[config.mk]
export PLATFORM = sky130hd
export DESIGN_NAME = ffpcd_top
export DESIGN_NICKNAME = d
export VERILOG_FILES = /design/src/rtl/ffpcd_pkg.sv /design/src/rtl/ffpcd_wr_if.sv /design/src/rtl/ffpcd_top.sv /design/src/rtl/ffpcd_writer.sv
export SDC_FILE = /design/constraint.sdc
export NUM_CORES = 1
export LEC_CHECK = 0
export BUFFER_PORTS_ARGS = -buffer_cell sky130_fd_sc_hd__buf_2
export CAP_MARGIN = 20
export CORE_ASPECT_RATIO = 0.7
export CORE_MARGIN = 5
export CORE_UTILIZATION = 55
export DETAILED_ROUTE_END_ITERATION = 6
export PLACE_DENSITY_LB_ADDON = 0.1
export SLEW_MARGIN = 40
export SYNTH_ARGS = -nofsm -noshare
export SYNTH_HDL_FRONTEND = slang
export SYNTH_SLANG_ARGS = --single-unit
export TNS_END_PERCENT = 50
[constraint.sdc]
create_clock -name REF_CLK -period 17.75 [get_ports REF_CLK]
set_input_delay 5.325 -clock REF_CLK [delete_from_list [all_inputs] [get_ports REF_CLK]]
set_output_delay 5.325 -clock REF_CLK [all_outputs]
set_load 0.005 [all_outputs]
[src/rtl/ffpcd_pkg.sv]
// Purpose: constants and types for the fast program command sequencer (host side)
// Assumes: x16 parallel NOR flash, 23 address bits, one 10 MHz clock
// Notes:   all command codes are the flash's hexadecimal bus-write values
//
// How it works
// - bypass exit writes 90 then 00
// - enter 555/AA 2AA/55 555/20, abort ends 555/F0
// - bypass program writes A0 then address/data
// - bypass block erase 80 then 30 per block
// - bypass chip erase writes 80 then 10
// - bypass cfi is one 98 write
// - buffer program 25, count, words; unlock skipped in bypass
// - host loads N further words after first
// - buffered words share A22-A5, A4-A0 select word
// - confirm 29 at the setup block address
// - whole buffer sequence stays within 36 writes in bypass; a full page outside bypass takes 37 with the unlock
// - enhanced program unlock outside bypass, 33, 256 words, confirm

package ffpcd_pkg;

	// ----------------------------------------------------------------
	// bus shape
	// ----------------------------------------------------------------
	localparam int ADDR_W      = 23;
	localparam int DATA_W      = 16;
	localparam int PAGE_LSB    = 5;    // a22..a5 select the buffer page
	localparam int ENH_LSB     = 8;    // enhanced buffer spans 256 words
	localparam int BUF_WORDS   = 32;
	localparam int ENH_WORDS   = 256;
	localparam int MAX_CYCLES  = 36;
	localparam int WBUF_FIXED  = 5;    // writes beyond the n loads

	// ----------------------------------------------------------------
	// addresses and command codes
	// ----------------------------------------------------------------
	localparam logic [ADDR_W-1:0] UNLOCK_A1 = 23'h000555;
	localparam logic [ADDR_W-1:0] UNLOCK_A2 = 23'h0002aa;
	localparam logic [DATA_W-1:0] D_UNL1    = 16'h00aa;
	localparam logic [DATA_W-1:0] D_UNL2    = 16'h0055;
	localparam logic [DATA_W-1:0] D_BYP_ON  = 16'h0020;
	localparam logic [DATA_W-1:0] D_ABORT   = 16'h00f0;
	localparam logic [DATA_W-1:0] D_PROG    = 16'h00a0;
	localparam logic [DATA_W-1:0] D_ERASE   = 16'h0080;
	localparam logic [DATA_W-1:0] D_BLK     = 16'h0030;
	localparam logic [DATA_W-1:0] D_CHIP    = 16'h0010;
	localparam logic [DATA_W-1:0] D_CFI     = 16'h0098;
	localparam logic [DATA_W-1:0] D_EXIT1   = 16'h0090;
	localparam logic [DATA_W-1:0] D_EXIT2   = 16'h0000;
	localparam logic [DATA_W-1:0] D_WBUF    = 16'h0025;
	localparam logic [DATA_W-1:0] D_CONFIRM = 16'h0029;
	localparam logic [DATA_W-1:0] D_ENH     = 16'h0033;

	// ----------------------------------------------------------------
	// timing
	// ----------------------------------------------------------------
	localparam int CLK_NS   = 100;
	localparam int T_WP_NS  = 40;      // write enable low, least
	localparam int T_WPH_NS = 30;      // write enable high, least
	localparam int T_BUSY_NS = 500;    // ready/busy settles after a start
	localparam int WP_CYC   = (T_WP_NS + CLK_NS - 1) / CLK_NS;
	localparam int WPH_CYC  = (T_WPH_NS + CLK_NS - 1) / CLK_NS;
	localparam int BUSY_CYC = (T_BUSY_NS + CLK_NS - 1) / CLK_NS;

	// ----------------------------------------------------------------
	// host operations
	// ----------------------------------------------------------------
	typedef enum logic [3:0] {
		OP_BYP_ENTER  = 4'h0,
		OP_BYP_EXIT   = 4'h1,
		OP_PROGRAM    = 4'h2,
		OP_BLK_ERASE  = 4'h3,
		OP_CHIP_ERASE = 4'h4,
		OP_CFI        = 4'h5,
		OP_WBUF       = 4'h6,
		OP_ENH        = 4'h7,
		OP_ABORT      = 4'h8
	} ffpcd_op_t;

endpackage

[src/rtl/ffpcd_wr_if.sv]
`timescale 1ns/10ps
`default_nettype none

// carries one bus-write request and the flash write pins
interface ffpcd_wr_if;
	logic                          req;
	logic [ffpcd_pkg::ADDR_W-1:0]  addr;
	logic [ffpcd_pkg::DATA_W-1:0]  data;
	logic                          done;
	logic [ffpcd_pkg::ADDR_W-1:0]  pin_addr;
	logic [ffpcd_pkg::DATA_W-1:0]  pin_dq;
	logic                          pin_dq_oe;
	logic                          pin_ce_n;
	logic                          pin_we_n;

	modport ctrl (output req, output addr, output data, input done,
		input pin_addr, input pin_dq, input pin_dq_oe, input pin_ce_n, input pin_we_n);
	modport wrt (input req, input addr, input data, output done,
		output pin_addr, output pin_dq, output pin_dq_oe, output pin_ce_n, output pin_we_n);
endinterface

`default_nettype wire

[src/rtl/ffpcd_top.sv]
// Purpose: host sequencer issuing unlock bypass and buffered program commands to a nor flash
// Assumes: command, word stream and flash ready/busy come from outside; ready/busy is asynchronous
// Notes:   write only; array reads, status polling and extended block commands are not driven
`timescale 1ns/10ps
`default_nettype none

module ffpcd_top #(
	parameter int BUF_WORDS = ffpcd_pkg::BUF_WORDS
) (
	// clock and reset
	input  wire logic                          REF_CLK,
	input  wire logic                          SYS_RST,
	// command request
	input  wire logic                          CMD_VALID,
	input  wire logic [3:0]                    CMD_OP,
	input  wire logic [ffpcd_pkg::ADDR_W-1:0]  CMD_ADDR,
	input  wire logic [ffpcd_pkg::DATA_W-1:0]  CMD_DATA,
	input  wire logic [7:0]                    CMD_COUNT,
	// command answer
	output logic                               CMD_ACCEPT,
	output logic                               CMD_REFUSED,
	output logic                               CMD_DONE,
	output logic                               BUSY,
	output logic                               BYPASS,
	// word stream for buffer loads and extra erase blocks
	input  wire logic                          WD_VALID,
	input  wire logic [ffpcd_pkg::ADDR_W-1:0]  WD_ADDR,
	input  wire logic [ffpcd_pkg::DATA_W-1:0]  WD_DATA,
	output logic                               WD_READY,
	// flash pins
	output logic [ffpcd_pkg::ADDR_W-1:0]       FL_ADDR,
	output logic [ffpcd_pkg::DATA_W-1:0]       FL_DQ_O,
	output logic                               FL_DQ_OE,
	output logic                               FL_CE_N,
	output logic                               FL_WE_N,
	output logic                               FL_OE_N,
	input  wire logic                          FL_RB_N
);

	// ----------------------------------------------------------------
	// elaboration checks
	// ----------------------------------------------------------------
	// buffer size keeps the sequence within its write budget
	if (BUF_WORDS < 1 || BUF_WORDS + ffpcd_pkg::WBUF_FIXED - 1 > ffpcd_pkg::MAX_CYCLES) begin : g_bad_buf
		$error("buffer size exceeds write budget");
	end

	typedef enum logic [8:0] {
		S_IDLE   = 9'b000000001,
		S_UNL1   = 9'b000000010,
		S_UNL2   = 9'b000000100,
		S_CODE   = 9'b000001000,
		S_ARG    = 9'b000010000,
		S_LOAD   = 9'b000100000,
		S_CONF   = 9'b001000000,
		S_SETTLE = 9'b010000000,
		S_WAIT   = 9'b100000000
	} ffpcd_st_t;

	// ----------------------------------------------------------------
	// decode helpers
	// ----------------------------------------------------------------
	function automatic logic starts_op(input ffpcd_pkg::ffpcd_op_t op);
		return op inside {ffpcd_pkg::OP_PROGRAM, ffpcd_pkg::OP_BLK_ERASE, ffpcd_pkg::OP_CHIP_ERASE,
			ffpcd_pkg::OP_WBUF, ffpcd_pkg::OP_ENH};
	endfunction

	function automatic logic is_buffered(input ffpcd_pkg::ffpcd_op_t op);
		return op inside {ffpcd_pkg::OP_WBUF, ffpcd_pkg::OP_ENH};
	endfunction

	ffpcd_wr_if wif ();

	ffpcd_st_t                    st_q, st_d;
	ffpcd_pkg::ffpcd_op_t         op_q;
	logic [ffpcd_pkg::ADDR_W-1:0] addr_q, wd_a_q;
	logic [ffpcd_pkg::DATA_W-1:0] data_q, wd_d_q;
	logic [7:0]                   n_q;
	logic [8:0]                   cnt_q, cnt_d;
	logic [7:0]                   idx_q;
	logic [3:0]                   tmr_q;
	logic                         req_q, bypass_q, bypass_d;
	logic                         acc_q, ref_q, done_q, busy_q, rdy_q, oe_n_q;
	logic                         rb1_q, rb2_q, rb3_q, rb_ok_q;

	// ----------------------------------------------------------------
	// command acceptance
	// ----------------------------------------------------------------
	wire ffpcd_pkg::ffpcd_op_t cmd_op = ffpcd_pkg::ffpcd_op_t'(CMD_OP);
	wire cmd_known   = (CMD_OP <= 4'h8);
	wire need_byp    = cmd_op inside {ffpcd_pkg::OP_BYP_EXIT, ffpcd_pkg::OP_PROGRAM,
		ffpcd_pkg::OP_BLK_ERASE, ffpcd_pkg::OP_CHIP_ERASE, ffpcd_pkg::OP_CFI};
	// a count beyond the buffer would break the 36-write limit
	wire cnt_bad     = (cmd_op == ffpcd_pkg::OP_WBUF) && ({1'b0, CMD_COUNT} >= 9'(BUF_WORDS));
	wire cmd_bad     = !cmd_known || cnt_bad || (need_byp && !bypass_q)
		|| (cmd_op == ffpcd_pkg::OP_BYP_ENTER && bypass_q);
	wire cmd_take    = (st_q == S_IDLE) && CMD_VALID && !acc_q && !ref_q;
	// entry and abort always unlock; buffered ops unlock only outside bypass
	wire cmd_unlock  = cmd_op inside {ffpcd_pkg::OP_BYP_ENTER, ffpcd_pkg::OP_ABORT}
		|| (is_buffered(cmd_op) && !bypass_q);
	wire [8:0] cnt_init = (cmd_op == ffpcd_pkg::OP_WBUF) ? {1'b0, CMD_COUNT} + 9'h001 :
		(cmd_op == ffpcd_pkg::OP_ENH) ? 9'(ffpcd_pkg::ENH_WORDS) : {1'b0, CMD_COUNT};

	// ----------------------------------------------------------------
	// address and data of the write in hand
	// ----------------------------------------------------------------
	wire op_unl_code = op_q inside {ffpcd_pkg::OP_BYP_ENTER, ffpcd_pkg::OP_ABORT};
	wire has_arg     = op_q inside {ffpcd_pkg::OP_BYP_EXIT, ffpcd_pkg::OP_PROGRAM,
		ffpcd_pkg::OP_BLK_ERASE, ffpcd_pkg::OP_CHIP_ERASE, ffpcd_pkg::OP_WBUF};
	// page bits forced from the setup address, low bits pick the word
	wire [ffpcd_pkg::ADDR_W-1:0] page_addr = {addr_q[ffpcd_pkg::ADDR_W-1:ffpcd_pkg::PAGE_LSB],
		wd_a_q[ffpcd_pkg::PAGE_LSB-1:0]};
	// enhanced loads walk the 256 word locations in order
	wire [ffpcd_pkg::ADDR_W-1:0] enh_addr  = {addr_q[ffpcd_pkg::ADDR_W-1:ffpcd_pkg::ENH_LSB], idx_q};
	wire [ffpcd_pkg::ADDR_W-1:0] enh_base  = {addr_q[ffpcd_pkg::ADDR_W-1:ffpcd_pkg::ENH_LSB], 8'h00};
	wire [ffpcd_pkg::ADDR_W-1:0] load_addr = (op_q == ffpcd_pkg::OP_WBUF) ? page_addr :
		(op_q == ffpcd_pkg::OP_ENH) ? enh_addr : wd_a_q;
	wire [ffpcd_pkg::DATA_W-1:0] load_data = (op_q == ffpcd_pkg::OP_BLK_ERASE) ? ffpcd_pkg::D_BLK : wd_d_q;
	wire [ffpcd_pkg::DATA_W-1:0] code_data =
		(op_q == ffpcd_pkg::OP_BYP_ENTER) ? ffpcd_pkg::D_BYP_ON :
		(op_q == ffpcd_pkg::OP_ABORT)     ? ffpcd_pkg::D_ABORT :
		(op_q == ffpcd_pkg::OP_BYP_EXIT)  ? ffpcd_pkg::D_EXIT1 :
		(op_q == ffpcd_pkg::OP_PROGRAM)   ? ffpcd_pkg::D_PROG :
		(op_q == ffpcd_pkg::OP_CFI)       ? ffpcd_pkg::D_CFI :
		(op_q == ffpcd_pkg::OP_WBUF)      ? ffpcd_pkg::D_WBUF :
		(op_q == ffpcd_pkg::OP_ENH)       ? ffpcd_pkg::D_ENH : ffpcd_pkg::D_ERASE;
	wire [ffpcd_pkg::DATA_W-1:0] arg_data =
		(op_q == ffpcd_pkg::OP_PROGRAM)    ? data_q :
		(op_q == ffpcd_pkg::OP_BLK_ERASE)  ? ffpcd_pkg::D_BLK :
		(op_q == ffpcd_pkg::OP_CHIP_ERASE) ? ffpcd_pkg::D_CHIP :
		(op_q == ffpcd_pkg::OP_WBUF)       ? {8'h00, n_q} : ffpcd_pkg::D_EXIT2;
	// confirm goes back to the setup block address
	wire [ffpcd_pkg::ADDR_W-1:0] conf_addr = (op_q == ffpcd_pkg::OP_ENH) ? enh_base : addr_q;

	assign wif.addr = (st_q == S_UNL1) ? ffpcd_pkg::UNLOCK_A1 :
		(st_q == S_UNL2) ? ffpcd_pkg::UNLOCK_A2 :
		(st_q == S_CODE && op_unl_code) ? ffpcd_pkg::UNLOCK_A1 :
		(st_q == S_LOAD) ? load_addr :
		(st_q == S_CONF) ? conf_addr : addr_q;
	assign wif.data = (st_q == S_UNL1) ? ffpcd_pkg::D_UNL1 :
		(st_q == S_UNL2) ? ffpcd_pkg::D_UNL2 :
		(st_q == S_CODE) ? code_data :
		(st_q == S_ARG)  ? arg_data :
		(st_q == S_LOAD) ? load_data : ffpcd_pkg::D_CONFIRM;
	assign wif.req  = req_q;

	// ----------------------------------------------------------------
	// write issue; loads wait for a stream word
	// ----------------------------------------------------------------
	wire issuing  = st_q inside {S_UNL1, S_UNL2, S_CODE, S_ARG, S_CONF};
	// each further load waits for the next word from the stream
	wire ld_take  = (st_q == S_LOAD) && !req_q && WD_VALID && !rdy_q;
	wire issue    = (issuing && !req_q) || ld_take;
	wire req_d    = issue ? 1'b1 : (wif.done ? 1'b0 : req_q);
	wire fin_op   = starts_op(op_q);
	wire last_ld  = (cnt_q == 9'h001);

	// sequence of writes per operation
	always_comb begin
		st_d     = st_q;
		cnt_d    = cnt_q;
		bypass_d = bypass_q;
		unique case (st_q)
			S_IDLE:   if (cmd_take && !cmd_bad) begin
				st_d  = cmd_unlock ? S_UNL1 : S_CODE;
				cnt_d = cnt_init;
			end
			S_UNL1:   if (wif.done) st_d = S_UNL2;
			S_UNL2:   if (wif.done) st_d = S_CODE;
			S_CODE:   if (wif.done) begin
				// entry completes on the third write
				if (op_q == ffpcd_pkg::OP_BYP_ENTER) bypass_d = 1'b1;
				st_d = has_arg ? S_ARG : (op_q == ffpcd_pkg::OP_ENH) ? S_LOAD : S_IDLE;
			end
			S_ARG:    if (wif.done) begin
				// only the second exit write leaves bypass mode
				if (op_q == ffpcd_pkg::OP_BYP_EXIT) bypass_d = 1'b0;
				// further blocks repeat the 30 write
				st_d = (op_q == ffpcd_pkg::OP_WBUF || (op_q == ffpcd_pkg::OP_BLK_ERASE && cnt_q != 9'h000))
					? S_LOAD : fin_op ? S_SETTLE : S_IDLE;
			end
			S_LOAD:   if (wif.done) begin
				cnt_d = cnt_q - 9'h001;
				if (last_ld) st_d = is_buffered(op_q) ? S_CONF : S_SETTLE;
			end
			S_CONF:   if (wif.done) st_d = S_SETTLE;
			S_SETTLE: if (tmr_q == 4'h0) st_d = S_WAIT;
			S_WAIT:   if (rb_ok_q) st_d = S_IDLE;
		endcase
	end

	// sequencer state and latched command
	always_ff @(posedge REF_CLK or posedge SYS_RST) begin
		if (SYS_RST) begin
			st_q <= S_IDLE; cnt_q <= 9'h000; bypass_q <= 1'b0; req_q <= 1'b0;
			op_q <= ffpcd_pkg::OP_BYP_ENTER; addr_q <= '0; data_q <= '0; n_q <= 8'h00;
		end else begin
			st_q <= st_d; cnt_q <= cnt_d; bypass_q <= bypass_d; req_q <= req_d;
			if (cmd_take) begin
				op_q <= cmd_op; addr_q <= CMD_ADDR; data_q <= CMD_DATA; n_q <= CMD_COUNT;
			end
		end
	end

	// stream word latch and enhanced word index
	always_ff @(posedge REF_CLK or posedge SYS_RST) begin
		if (SYS_RST) begin
			wd_a_q <= '0; wd_d_q <= '0; idx_q <= 8'h00; tmr_q <= 4'h0;
		end else begin
			if (ld_take) begin
				wd_a_q <= WD_ADDR; wd_d_q <= WD_DATA;
			end
			if (st_q == S_IDLE) idx_q <= 8'h00;
			else if (st_q == S_LOAD && wif.done) idx_q <= idx_q + 8'h01;
			tmr_q <= (st_q != S_SETTLE) ? 4'(ffpcd_pkg::BUSY_CYC) : tmr_q - 4'h1;
		end
	end

	// ready/busy sync; a level counts once second and third stage agree
	always_ff @(posedge REF_CLK or posedge SYS_RST) begin
		if (SYS_RST) begin
			rb1_q <= 1'b1; rb2_q <= 1'b1; rb3_q <= 1'b1; rb_ok_q <= 1'b1;
		end else begin
			rb1_q <= FL_RB_N; rb2_q <= rb1_q; rb3_q <= rb2_q;
			if (rb2_q == rb3_q) rb_ok_q <= rb3_q;
		end
	end

	// answer flags, all registered
	always_ff @(posedge REF_CLK or posedge SYS_RST) begin
		if (SYS_RST) begin
			acc_q <= 1'b0; ref_q <= 1'b0; done_q <= 1'b0; busy_q <= 1'b0; rdy_q <= 1'b0; oe_n_q <= 1'b1;
		end else begin
			acc_q  <= cmd_take && !cmd_bad;
			ref_q  <= cmd_take && cmd_bad;
			done_q <= (st_q != S_IDLE) && (st_d == S_IDLE);
			busy_q <= (st_d != S_IDLE);
			rdy_q  <= ld_take;
			oe_n_q <= 1'b1;
		end
	end

	ffpcd_writer u_writer (
		.clk (REF_CLK),
		.rst (SYS_RST),
		.wif (wif)
	);

	assign CMD_ACCEPT  = acc_q;
	assign CMD_REFUSED = ref_q;
	assign CMD_DONE    = done_q;
	assign BUSY        = busy_q;
	assign BYPASS      = bypass_q;
	assign WD_READY    = rdy_q;
	assign FL_ADDR     = wif.pin_addr;
	assign FL_DQ_O     = wif.pin_dq;
	assign FL_DQ_OE    = wif.pin_dq_oe;
	assign FL_CE_N     = wif.pin_ce_n;
	assign FL_WE_N     = wif.pin_we_n;
	assign FL_OE_N     = oe_n_q;

	// ----------------------------------------------------------------
	// checks
	// ----------------------------------------------------------------
	chk_exit_second: assert property (@(posedge REF_CLK) disable iff (SYS_RST)
		st_q == S_ARG && op_q == ffpcd_pkg::OP_BYP_EXIT && wif.done |-> wif.data == 16'h0000 ##1 !bypass_q ##1 !BYPASS)
		else $error("bypass exit did not clear mode");
	chk_bypass_hold: assert property (@(posedge REF_CLK) disable iff (SYS_RST)
		$fell(bypass_q) |-> $past(st_q) == S_ARG && $past(op_q) == ffpcd_pkg::OP_BYP_EXIT)
		else $error("bypass left without exit sequence");
	chk_enter_code: assert property (@(posedge REF_CLK) disable iff (SYS_RST)
		req_q && st_q == S_CODE && op_q == ffpcd_pkg::OP_BYP_ENTER |-> wif.addr == 23'h000555 && wif.data == 16'h0020)
		else $error("wrong bypass entry write");
	chk_prog_code: assert property (@(posedge REF_CLK) disable iff (SYS_RST)
		req_q && st_q == S_CODE && op_q == ffpcd_pkg::OP_PROGRAM |-> wif.data == 16'h00a0)
		else $error("wrong program setup code");
	chk_erase_arg: assert property (@(posedge REF_CLK) disable iff (SYS_RST)
		req_q && st_q inside {S_ARG, S_LOAD} && op_q == ffpcd_pkg::OP_BLK_ERASE |-> wif.data == 16'h0030)
		else $error("block erase write not 30");
	chk_chip_arg: assert property (@(posedge REF_CLK) disable iff (SYS_RST)
		req_q && st_q == S_ARG && op_q == ffpcd_pkg::OP_CHIP_ERASE |-> wif.data == 16'h0010)
		else $error("chip erase write not 10");
	chk_cfi_single: assert property (@(posedge REF_CLK) disable iff (SYS_RST)
		st_q == S_CODE && op_q == ffpcd_pkg::OP_CFI && wif.done |=> st_q == S_IDLE)
		else $error("cfi query took more than one write");
	chk_count_limit: assert property (@(posedge REF_CLK) disable iff (SYS_RST)
		cmd_take && cmd_op == ffpcd_pkg::OP_WBUF && CMD_COUNT > 8'h1f |=> CMD_REFUSED && !CMD_ACCEPT)
		else $error("oversize buffer count accepted");
	chk_page_share: assert property (@(posedge REF_CLK) disable iff (SYS_RST)
		req_q && st_q == S_LOAD && op_q == ffpcd_pkg::OP_WBUF |-> wif.addr[22:5] == addr_q[22:5])
		else $error("buffer word outside page");
	chk_confirm_addr: assert property (@(posedge REF_CLK) disable iff (SYS_RST)
		req_q && st_q == S_CONF && op_q == ffpcd_pkg::OP_WBUF |-> wif.addr == addr_q && wif.data == 16'h0029)
		else $error("confirm write wrong");
	chk_enh_unlock: assert property (@(posedge REF_CLK) disable iff (SYS_RST)
		acc_q && op_q == ffpcd_pkg::OP_ENH |-> (st_q == S_CODE) == bypass_q)
		else $error("enhanced unlock choice wrong");

endmodule

`default_nettype wire

[src/rtl/ffpcd_writer.sv]
// Purpose: one asynchronous flash bus-write cycle per request
// Assumes: request and its address/data stay steady until done
// Notes:   chip enable frames the write, data held through we rising
`timescale 1ns/10ps
`default_nettype none

module ffpcd_writer (
	// clock and reset
	input  wire logic  clk,
	input  wire logic  rst,
	// request side and pins
	ffpcd_wr_if.wrt    wif
);

	typedef enum logic [4:0] {
		W_IDLE  = 5'b00001,
		W_SETUP = 5'b00010,
		W_LOW   = 5'b00100,
		W_HIGH  = 5'b01000,
		W_DONE  = 5'b10000
	} ffpcd_wst_t;

	ffpcd_wst_t                    st_q, st_d;
	logic [3:0]                    cnt_q, cnt_d;
	logic [ffpcd_pkg::ADDR_W-1:0]  a_q;
	logic [ffpcd_pkg::DATA_W-1:0]  dq_q;
	logic                          oe_q, ce_n_q, we_n_q;
	wire                           cnt_zero = (cnt_q == 4'h0);

	// cycle sequencing
	always_comb begin
		st_d  = st_q;
		cnt_d = cnt_q;
		unique case (st_q)
			W_IDLE:  if (wif.req) st_d = W_SETUP;
			W_SETUP: begin
				st_d  = W_LOW;
				cnt_d = 4'(ffpcd_pkg::WP_CYC - 1);
			end
			W_LOW:   if (cnt_zero) begin
				st_d  = W_HIGH;
				cnt_d = 4'(ffpcd_pkg::WPH_CYC - 1);
			end else cnt_d = cnt_q - 4'h1;
			W_HIGH:  if (cnt_zero) st_d = W_DONE;
				else cnt_d = cnt_q - 4'h1;
			W_DONE:  st_d = W_IDLE;
		endcase
	end

	// pin registers; address and data latch when the request is taken
	always_ff @(posedge clk or posedge rst) begin
		if (rst) begin
			st_q   <= W_IDLE;
			cnt_q  <= 4'h0;
			a_q    <= '0;
			dq_q   <= '0;
			oe_q   <= 1'b0;
			ce_n_q <= 1'b1;
			we_n_q <= 1'b1;
		end else begin
			st_q   <= st_d;
			cnt_q  <= cnt_d;
			if (st_q == W_IDLE && wif.req) begin
				a_q  <= wif.addr;
				dq_q <= wif.data;
			end
			oe_q   <= (st_d != W_IDLE) && (st_d != W_DONE);
			ce_n_q <= (st_d == W_IDLE) || (st_d == W_DONE);
			we_n_q <= (st_d != W_LOW);
		end
	end

	assign wif.done      = (st_q == W_DONE);
	assign wif.pin_addr  = a_q;
	assign wif.pin_dq    = dq_q;
	assign wif.pin_dq_oe = oe_q;
	assign wif.pin_ce_n  = ce_n_q;
	assign wif.pin_we_n  = we_n_q;

	// write strobe framed by chip enable, data steady while low
	chk_we_framed: assert property (@(posedge clk) disable iff (rst) !we_n_q |-> !ce_n_q && oe_q)
		else $error("write strobe outside chip enable");
	chk_we_width: assert property (@(posedge clk) disable iff (rst) $fell(we_n_q) |=> we_n_q ##1 ce_n_q)
		else $error("write strobe width wrong");
	chk_data_hold: assert property (@(posedge clk) disable iff (rst) !we_n_q |=> $stable(dq_q) && $stable(a_q))
		else $error("data moved around write strobe");

endmodule

`default_nettype wire

# ---- After elaboration in Yosys (flattened, before gate mapping)
# Cells that the tools add are included.
dict set report totals {
  in_bits 95
  wordCells 201
  output_inout_bits 49
  register_bits 182
}
dict set report classes {
  muxes 64
  order_cmp 2
  n_addsub 5
  n_eq_ne 48
  reduce_logical 54
}
# operator n
set ops {}
lappend ops {{2-to-1 mux 23 bit} 6}
lappend ops {{2-to-1 mux 8 bit} 17}
lappend ops {{2-to-1 mux 9 bit} 14}
lappend ops {{2-to-1 mux 16 bit} 7}
lappend ops {{one-hot mux 9 bit (9 select lines)} 1}
lappend ops {{== test 4 x 3 -> 1 bit (second input constant)} 8}
lappend ops {{== test 9 x 1 -> 1 bit (second input constant)} 3}
lappend ops {{one-hot mux 5 bit (5 select lines)} 1}
lappend ops {{nonzero test 5 bit} 4}
lappend ops {{logical AND 1 bit} 19}
lappend ops {{!= test 9 x 1 -> 1 bit (second input constant)} 2}
lappend ops {{one-hot mux 9 bit (2 select lines)} 1}
lappend ops {{== test 4 x 2 -> 1 bit (second input constant)} 4}
lappend ops {{logical NOT 4 bit} 4}
lappend ops {{2-to-1 mux 4 bit} 4}
lappend ops {{nonzero test 2 bit} 8}
lappend ops {{2-to-1 mux 5 bit} 3}
lappend ops {{2-to-1 mux 6 bit} 2}
lappend ops {{one-hot mux 4 bit (3 select lines)} 1}
lappend ops {{== test 5 x 1 -> 1 bit (second input constant)} 2}
lappend ops {{== test 5 bit (second input constant)} 2}
lappend ops {{!= test 2 bit (second input constant)} 5}
lappend ops {{adder 8 x 1 -> 9 bit (second input constant)} 1}
lappend ops {{== test 9 x 2 -> 1 bit (second input constant)} 1}
lappend ops {{32 further kinds} 53}

# ---- Logic depth before layout (Yosys ltp)
# Gate-level depths: netlist of the first run.
dict set report logic_depth {
  depth_word 11
  mapped_depth 10
}

# ---- By module
# A second synthesis of the first run with hierarchy kept.
dict set report hier_totals {
  cells_unflattened 960
  area_unflattened_um2 9257.6
}
# module cells_each n_inst area_per_inst_um2
set by_module_without_submodules {}
lappend by_module_without_submodules {ffpcd_top 803 1 7058.0}
lappend by_module_without_submodules {ffpcd_writer 157 1 2199.6}

# ---- Worst setup path before layout of the first run
# OpenSTA, ideal clock, no wires.
dict set report synth_timing {
  kind {input port to flip-flop}
  from {input port CMD_OP[1]}
  to {register busy_q (netlist: BUSY)}
  stages 9
  arrival_time_ps 6952
  path_buffers 2
  path_slack_ps 10666
  path_cell_list {clkbuf_1 and3b_1 clkbuf_1 o21ai_0 a31oi_4 nor4_1 or3_1 o21ai_1 nand4_1}
}
dict set report synth_between {
  elab_chain_cells 10
}
# element line_no
set synth_rtl {}
lappend synth_rtl {{start: declaration} ffpcd_top.sv:15} ;# input wire logic [3:0] CMD_OP,
lappend synth_rtl {{<= comparator 4 bit (tied with other cells)} ffpcd_top.sv:90} ;# wire cmd_known = (CMD_OP <= 4'h8);
lappend synth_rtl {{logical NOT 1 bit (tied with other cells)} ffpcd_top.sv:95} ;# wire cmd_bad = !cmd_known || cnt_bad || (need_byp && !bypass_q)
lappend synth_rtl {{logical OR 1 bit / logical AND 1 bit (equally long branches)} ffpcd_top.sv:95}
lappend synth_rtl {{logical OR 1 bit} ffpcd_top.sv:95}
lappend synth_rtl {{logical OR 1 bit} ffpcd_top.sv:96} ;# || (cmd_op == ffpcd_pkg::OP_BYP_ENTER && bypass_q);
lappend synth_rtl {{logical NOT 1 bit} ffpcd_top.sv:164} ;# S_IDLE: if (cmd_take && !cmd_bad) begin
lappend synth_rtl {{logical AND 1 bit} ffpcd_top.sv:164}
lappend synth_rtl {{2-to-1 mux 9 bit (*)} ffpcd_top.sv:164}
lappend synth_rtl {{one-hot mux 9 bit (9 select lines) (*)} ffpcd_top.sv:163} ;# unique case (st_q)
lappend synth_rtl {{!= test 9 x 1 -> 1 bit (*)} ffpcd_top.sv:237} ;# busy_q <= (st_d != S_IDLE);
lappend synth_rtl {{end signal: assignment} ffpcd_top.sv:237}
lappend synth_rtl {{end: declaration} ffpcd_top.sv:83} ;# logic acc_q, ref_q, done_q, busy_q, rdy_q, oe_n_q;
# Every way passes the cells marked *; elsewhere a longest branch is shown, timed or not.
# A chain may end at the register's enable or synchronous reset.

# ---- Final worst setup path of the first run
dict set report layout_timing {
  from {input port CMD_VALID}
  to {register busy_q (netlist: BUSY)}
}
dict set report layout_between {
  elab_chain_cells 7
}
# element line_no
set layout_rtl {}
lappend layout_rtl {{start: declaration} ffpcd_top.sv:14} ;# input wire logic CMD_VALID,
lappend layout_rtl {{logical AND 1 bit (3 in a row)} ffpcd_top.sv:97} ;# wire cmd_take = (st_q == S_IDLE) && CMD_VALID && !acc_q && !ref_q;
lappend layout_rtl {{logical AND 1 bit} ffpcd_top.sv:164}
lappend layout_rtl {{2-to-1 mux 9 bit} ffpcd_top.sv:164}
lappend layout_rtl {{one-hot mux 9 bit (9 select lines)} ffpcd_top.sv:163}
lappend layout_rtl {{!= test 9 x 1 -> 1 bit} ffpcd_top.sv:237}
# No other way between the ends.

==> results of run 1 <==
[routing by layer]
metal	GRT usage [%]	routed length (µm)	up-vias
li1	-	-	3509
met3	6.20	1630	33
met1	37.2	11200	3518
met5	0	0	-
met4	8.16	442	0
met2	35.7	9910	245
[cells by family after synthesis]
family / Yosys count / synth area share [%]
simple gates: 365 / 19.3
compound gates: 206 / 14.1
flops: 182 / 50.9
mux: 77 / 9.32
buf+inv: 77 / 3.43
xor+xnor: 16 / 1.56
fa+ha+maj: 10 / 1.37
other cells: 1 / 0.0418
[path summary, 6_finish.rpt]
kind	slack [ns]	end	start
max	10.65	BUSY$_DFF_PP0_	CMD_VALID
min	0.36	rb2_q$_DFF_PP1_	rb1_q$_DFF_PP1_
max reg2reg	14.24	wd_a_q[19]$_DFFE_PP0P_	st_q[1]$_DFF_PP0_
min reg2reg	0.36	rb2_q$_DFF_PP1_	rb1_q$_DFF_PP1_
max in group asynchronous	11.61	u_writer.wif.pin_dq[1]$_DFFE_PP0P_	SYS_RST
min in group asynchronous	4.95	data_q[13]$_DFFE_PP0P_	SYS_RST
[critical path, cell delays in order]
cell and delay [ns]:
buf_2 0.07, nor3b_1 0.38, nand4_4 0.13, buf_4 0.39, a31oi_4 0.34, nor4_1 0.12, o31ai_1 0.33, and4b_1 0.24
nand4_1 0.08
[flip-flops by register name, summed over array words and instances, names as in the netlist, 5 cells and up]
| name | count |
|---|---|
| u_writer.wif.pin_dq | 16 |
| addr_q | 23 |
| n_q | 8 |
| data_q | 16 |
| st_q | 9 |
| u_writer.wif.pin_addr | 23 |
| idx_q | 8 |
| u_writer.st_q | 5 |
| wd_d_q | 16 |
| wd_a_q | 23 |
| cnt_q | 9 |
[per-stage QoR]
stage / total power, µW / std cells / setup WS [ns]
6_report: 850 / 1284 / 10.65
5_1_grt: 875 / 1284 / 10.54
4_1_cts: 853 / 1284 / 10.66
3_5_place_dp: 451 / 1252 / 10.19
3_3_place_gp: 451 / 1252 / 10.24
2_1_floorplan: 435 / 934 / 7.49
[layout by cell type (no fill, tap or decap), drive strengths merged, types with 10 or more instances in the layout]
master and count:
mux2i 25, nand3 16, nand4 11, o21ai 90
buf 150, nor2 58, nor3 20, nand2 192
nor2b 10, a21oi 34, dfrtp 174, inv 29
a31oi 13, o211ai 12, mux2 52, clkbuf 17
[cell type report]
cell class | count | area, µm²
Multi-Input combinational cell | 675 | 4120
Inverter | 20 | 80.1
Tap cell | 225 | 282
Clock buffer | 17 | 425
Clock inverter | 15 | 204
Sequential cell | 182 | 4560
Fill cell | 1353 | 5700
Timing Repair Buffer | 150 | 774
[report_power, final]
group	leakage, µW	switching (µW)	internal [µW]	total [µW]
sequential	0.00247	0.431	415	416
combinational	0.00238	16.6	10.2	26.8
clock	0.000303	190	217	407
total	0.00516	207	643	850
==> flow_summary.json, run 1 <==
{
  "fin_util_pct": 64.7,
  "synth.top_cells.by_count": "nand2_1, dfrtp_1, o21ai_0, nor2_1, mux2_2",
  "number_of_antenna_violations_at_the_first_check_in_global_routing": 0,
  "vias_per_cell": 5.69,
  "ys_async_sr_fraction_pct": 100,
  "fin_crit_ns": 7.10,
  "cts-hold-fix-buffers": 0,
  "number_of_storage_elements_in_the_synthesis_netlist": 182,
  "synthesis.area_um2": 8970,
  "ys_top_cells_by_area": "dfrtp_1, nand2_1, mux2_2, o21ai_0, mux2i_1",
  "core.rowCount": 39,
  "total_leakage_power_uw": 0.00516,
  "cts_made_buffers": 17,
  "drive_gt1_share_pct": 24.8,
  "synth-seq-area-share_pct": 50.9,
  "initial_core_utilization_pct": 55.5,
  "clock.fmax_mhz": 141,
  "timing.max_slew.rel_slack_pct": 48.8,
  "detail-route-antenna-nets": 0,
  "final_min_period_over_clock_period_pct": 40.0,
  "antenna_cells_inserted": 0,
  "clockBufferDepth": 2,
  "final_max_slew_viol_count": 0,
  "holdWs_ns": 0.359,
  "cts_htree_levels": 4,
  "detailedRoute.firstIterationViolations": 773,
  "ir_worst_vdd_mv": 0.0559,
  "global_route.overflow_total": 0,
  "clock_sinks": 182,
  "floorplan.io_pins": 144,
  "drc": 0,
  "synthesis.yosys.warnings": 0,
  "stdcell_area_um2": 10500,
  "die_width_um": 163,
  "cap_viol_max_count": 0,
  "rr_worst_depth": 8,
  "postCtsSetupRepairBufs": 0,
  "fp.dieH_um": 117,
  "grt_max_degree": 69,
  "cts_tree": "built",
  "synth.net_count": 1038,
  "finalSetupViolations": 0,
  "worst-slew-pin-transition_ns": 0.768,
  "syn-instance-count": 934,
  "routed_wire_length_per_instance_um": 18.0,
  "worst-endpoint-required_ns": 18.07,
  "timing_worst_setup_path_type": "input port to flop",
  "synth_top_area_share_pct": 48.6,
  "place.port_buffers": 142,
  "fin_skew_ns": 0.0109,
  "detailedRoute.firstPassIterationCount": 5,
  "synth.distinct_cells": 68,
  "rsz0062_at_grt": "no",
  "routabilityCongestion": 0.936,
  "whs_path_depth": 0,
  "crit_path_max_fanout": 55,
  "hold_violations": 0,
  "via_count": 7305,
  "grt_usage_pct": 24.8,
  "floorplan.core_area_um2": 16200,
  "finalSetupTns_ns": 0,
  "clock_latency_ns": 0.45,
  "cts.reportedPaths.clkPinSlew_ns": 0.07,
  "place_area_um2": 9800,
  "synth.largest_area_cell": "dfrtp_1",
  "power.density_cell_area_nw_per_um2": 81.3,
  "synthToLayoutAreaGrowth_pct": 16.6,
  "area_enclosed_by_the_die_boundary_um2": 19000,
  "arrival_ns": 7.42,
  "dp_hpwl_um": 16000,
  "worst_hold_class": "flop to flop",
  "cts_root_buffer": "clkbuf_16",
  "synth_ff_type": "dfrtp_1",
  "yosysMostFrequentCell": "nand2_1",
  "start_kind": "input port",
  "synth_enable_flop_cells": 0,
  "synth_area_per_cell_um2": 9.60,
  "setup.worst_path.end_class": "flop",
  "totalWireLength_um": 23200,
  "grt_first_pass_wirelength_um": 36900,
  "fin_nets": 1150,
  "cts-resized-gates": 0,
  "first_global_vias": 6953,
  "status": "finished clean"
}
Note: power is estimated with default switching activity, not from simulation.
==> run 2: changes to the inputs <==
==> constraint.sdc (replaced) <==
create_clock -name REF_CLK -period 7.4 [get_ports REF_CLK]
set_input_delay 2.22 -clock REF_CLK [delete_from_list [all_inputs] [get_ports REF_CLK]]
set_output_delay 2.22 -clock REF_CLK [all_outputs]
set_load 0.005 [all_outputs]
==> run 2 against run 1 <==
Wire length fell by 1.1%. Sequential share of layout area rose by 0.16 points. Final area fell by 0.36%. Non-clock buffer count rose by 2. Combinational power rose by 140%. Via count rose by 1.1%. First-iteration DRC count fell by 21%. Clock power rose by 120%. Worst hold slack barely moved. Utilization fell by 0.23 points. Highest routed layer unchanged.
==> flow_summary.json, run 2 (synthesized netlist as in run 1, its figures left out) <==
{
  "clkPwrFrac_pct": 45.7,
  "area_enclosed_by_the_die_boundary_um2": 19000,
  "grt_max_degree": 100,
  "rr_worst_depth": 8,
  "vias_per_cell": 5.74,
  "postCtsSetupRepairBufs": 0,
  "drc": 0,
  "first_global_vias": 7043,
  "cts_tree": "built",
  "power.density_cell_area_nw_per_um2": 188,
  "ir_worst_vdd_mv": 0.126,
  "global_route.overflow_total": 0,
  "drive_gt1_share_pct": 25.0,
  "internal-power_uw": 1470,
  "cap_viol_max_count": 0,
  "power.switching_fraction_pct": 24.8,
  "core.rowCount": 39,
  "totalWireLength_um": 22900,
  "final_max_slew_viol_count": 0,
  "rsz0062_at_grt": "no",
  "hold_path_startpoint": "rb1_q$_DFF_PP1_",
  "num-fill-cells": 1372,
  "worst-slew-pin-transition_ns": 0.754,
  "fin_crit_ns": 3.94,
  "net_switching_uw": 485,
  "cts.reportedPaths.clkPinSlew_ns": 0.08,
  "reg2reg_slack_ns": 3.89,
  "finalSetupViolations": 0,
  "die_width_um": 163,
  "worst-endpoint-required_ns": 7.71,
  "whs_endpoint": "rb2_q$_DFF_PP1_",
  "synthToLayoutAreaGrowth_pct": 16.2,
  "routabilityCongestion": 0.911,
  "detailedRoute.firstPassIterationCount": 6,
  "via_count": 7383,
  "hold_violations": 0,
  "cts-resized-gates": 0,
  "crit_path_max_fanout": 55,
  "detail-route-antenna-nets": 0,
  "clock_latency_ns": 0.44,
  "cts-hold-fix-buffers": 0,
  "setup.worst_path.end_class": "flop",
  "floorplan.io_pins": 144,
  "antenna_cells_inserted": 0,
  "detailedRoute.firstIterationViolations": 614,
  "final_min_period_over_clock_period_pct": 53.3,
  "fp.dieH_um": 117,
  "cts_htree_levels": 4,
  "regToRegEndpoint": "wd_a_q[19]$_DFFE_PP0P_",
  "grt_usage_pct": 24.8,
  "status": "finished clean",
  "timing.final.ws_setup_ns": 3.46,
  "holdWs_ns": 0.359,
  "arrival_ns": 4.25,
  "clock_sinks": 182,
  "place.port_buffers": 142,
  "dp_worst_setup_slack_ns": 2.93,
  "cts_root_buffer": "clkbuf_16",
  "fin_nets": 1152,
  "timing_worst_setup_path_type": "input port to flop",
  "floorplan.core_area_um2": 16200,
  "initial_core_utilization_pct": 55.5,
  "finalSetupTns_ns": 0,
  "cts_made_buffers": 17,
  "dp_hpwl_um": 15900,
  "number_of_antenna_violations_at_the_first_check_in_global_routing": 0,
  "share_seq_of_total_power_pct": 51.0,
  "stdcell_area_um2": 10400,
  "mostFrequentLayoutCells": "nand2_1, dfrtp_1, buf_2, o21ai_0, nor2_1",
  "total_leakage_power_uw": 0.00514,
  "start_kind": "input port",
  "clockBufferDepth": 2,
  "comb_power_share_pct": 3.3,
  "routed_wire_length_per_instance_um": 17.8,
  "worst_r2r_startpoint": "st_q[1]$_DFF_PP0_",
  "grt_first_pass_wirelength_um": 37000,
  "place_area_um2": 9820,
  "whs_path_depth": 0,
  "timing.max_slew.rel_slack_pct": 49.7,
  "layout.cells.most_common": "nand2_1",
  "fin_skew_ns": 0.00999,
  "worst_hold_class": "flop to flop",
  "clock.fmax_mhz": 254
}
==> run 2: cell count changes in the layout (fill, tap and decap cells not counted), sizes merged <==
cell / delta
bufinv: -2
inv: -2
buf: +2
clkinv: +4
==> run 2: layer usage <==
metal	global-route usage (%)	vias to the layer above	part of all wire [%]
met5	0	-	0
met1	36.8	3577	47
met2	36.9	269	43
met3	6.13	32	7.7
li1	-	3505	-
met4	6.59	0	1.6
==> run 2: worst max-delay path by stage <==
stage | slack [ns] | end | start
after floorplan | 0.25 | BUSY$_DFF_PP0_ | SYS_RST
after global placement | 2.99 | cnt_q[2]$_DFFE_PP0P_ | CMD_VALID
after detailed placement | 2.93 | cnt_q[2]$_DFFE_PP0P_ | CMD_VALID
after CTS | 3.40 | cnt_q[2]$_DFFE_PP0P_ | CMD_VALID
after global routing | 3.28 | BUSY$_DFF_PP0_ | CMD_VALID
final | 3.46 | BUSY$_DFF_PP0_ | CMD_VALID
==> run 2: per-stage QoR <==
| step | instances | power (µW) | util [%] |
|---|---|---|---|
| 4_1_cts | 1286 | 1970 | 64.4 |
| 5_1_grt | 1286 | 2020 | 64.5 |
| 2_1_floorplan | 934 | 1040 | - |
| 6_report | 1286 | 1960 | 64.5 |
| 3_5_place_dp | 1254 | 1080 | 60.8 |
| 3_3_place_gp | 1254 | 1080 | 60.7 |
==> run 2: layout make-up <==
class / instances / area (µm²) / area share (%)
Inverter: 20 / 82.6 / 0.793
Sequential cell: 182 / 4560 / 43.8
Tap cell: 225 / 282 / 2.70
Clock inverter: 15 / 160 / 1.54
Multi-Input combinational cell: 675 / 4120 / 39.5
Clock buffer: 17 / 425 / 4.08
Timing Repair Buffer: 152 / 786 / 7.54
==> run 2: critical path, stage by stage <==
cell and delay (ns):
buf_2 0.07, nor3b_1 0.36, nand4_4 0.13, buf_4 0.35, a31oi_4 0.33, nor4_1 0.13
or3_1 0.44, o21ai_1 0.10, nand4_1 0.10
==> run 2: power groups by stage <==
stage	sequential [µW]	combinational [µW]	clock, µW
5_1_grt	997	73.5	949
2_1_floorplan	1020	26.3	0
6_report	998	64.5	895
3_3_place_gp	1020	65.8	0
3_5_place_dp	1020	65.7	0
4_1_cts	997	66.1	911
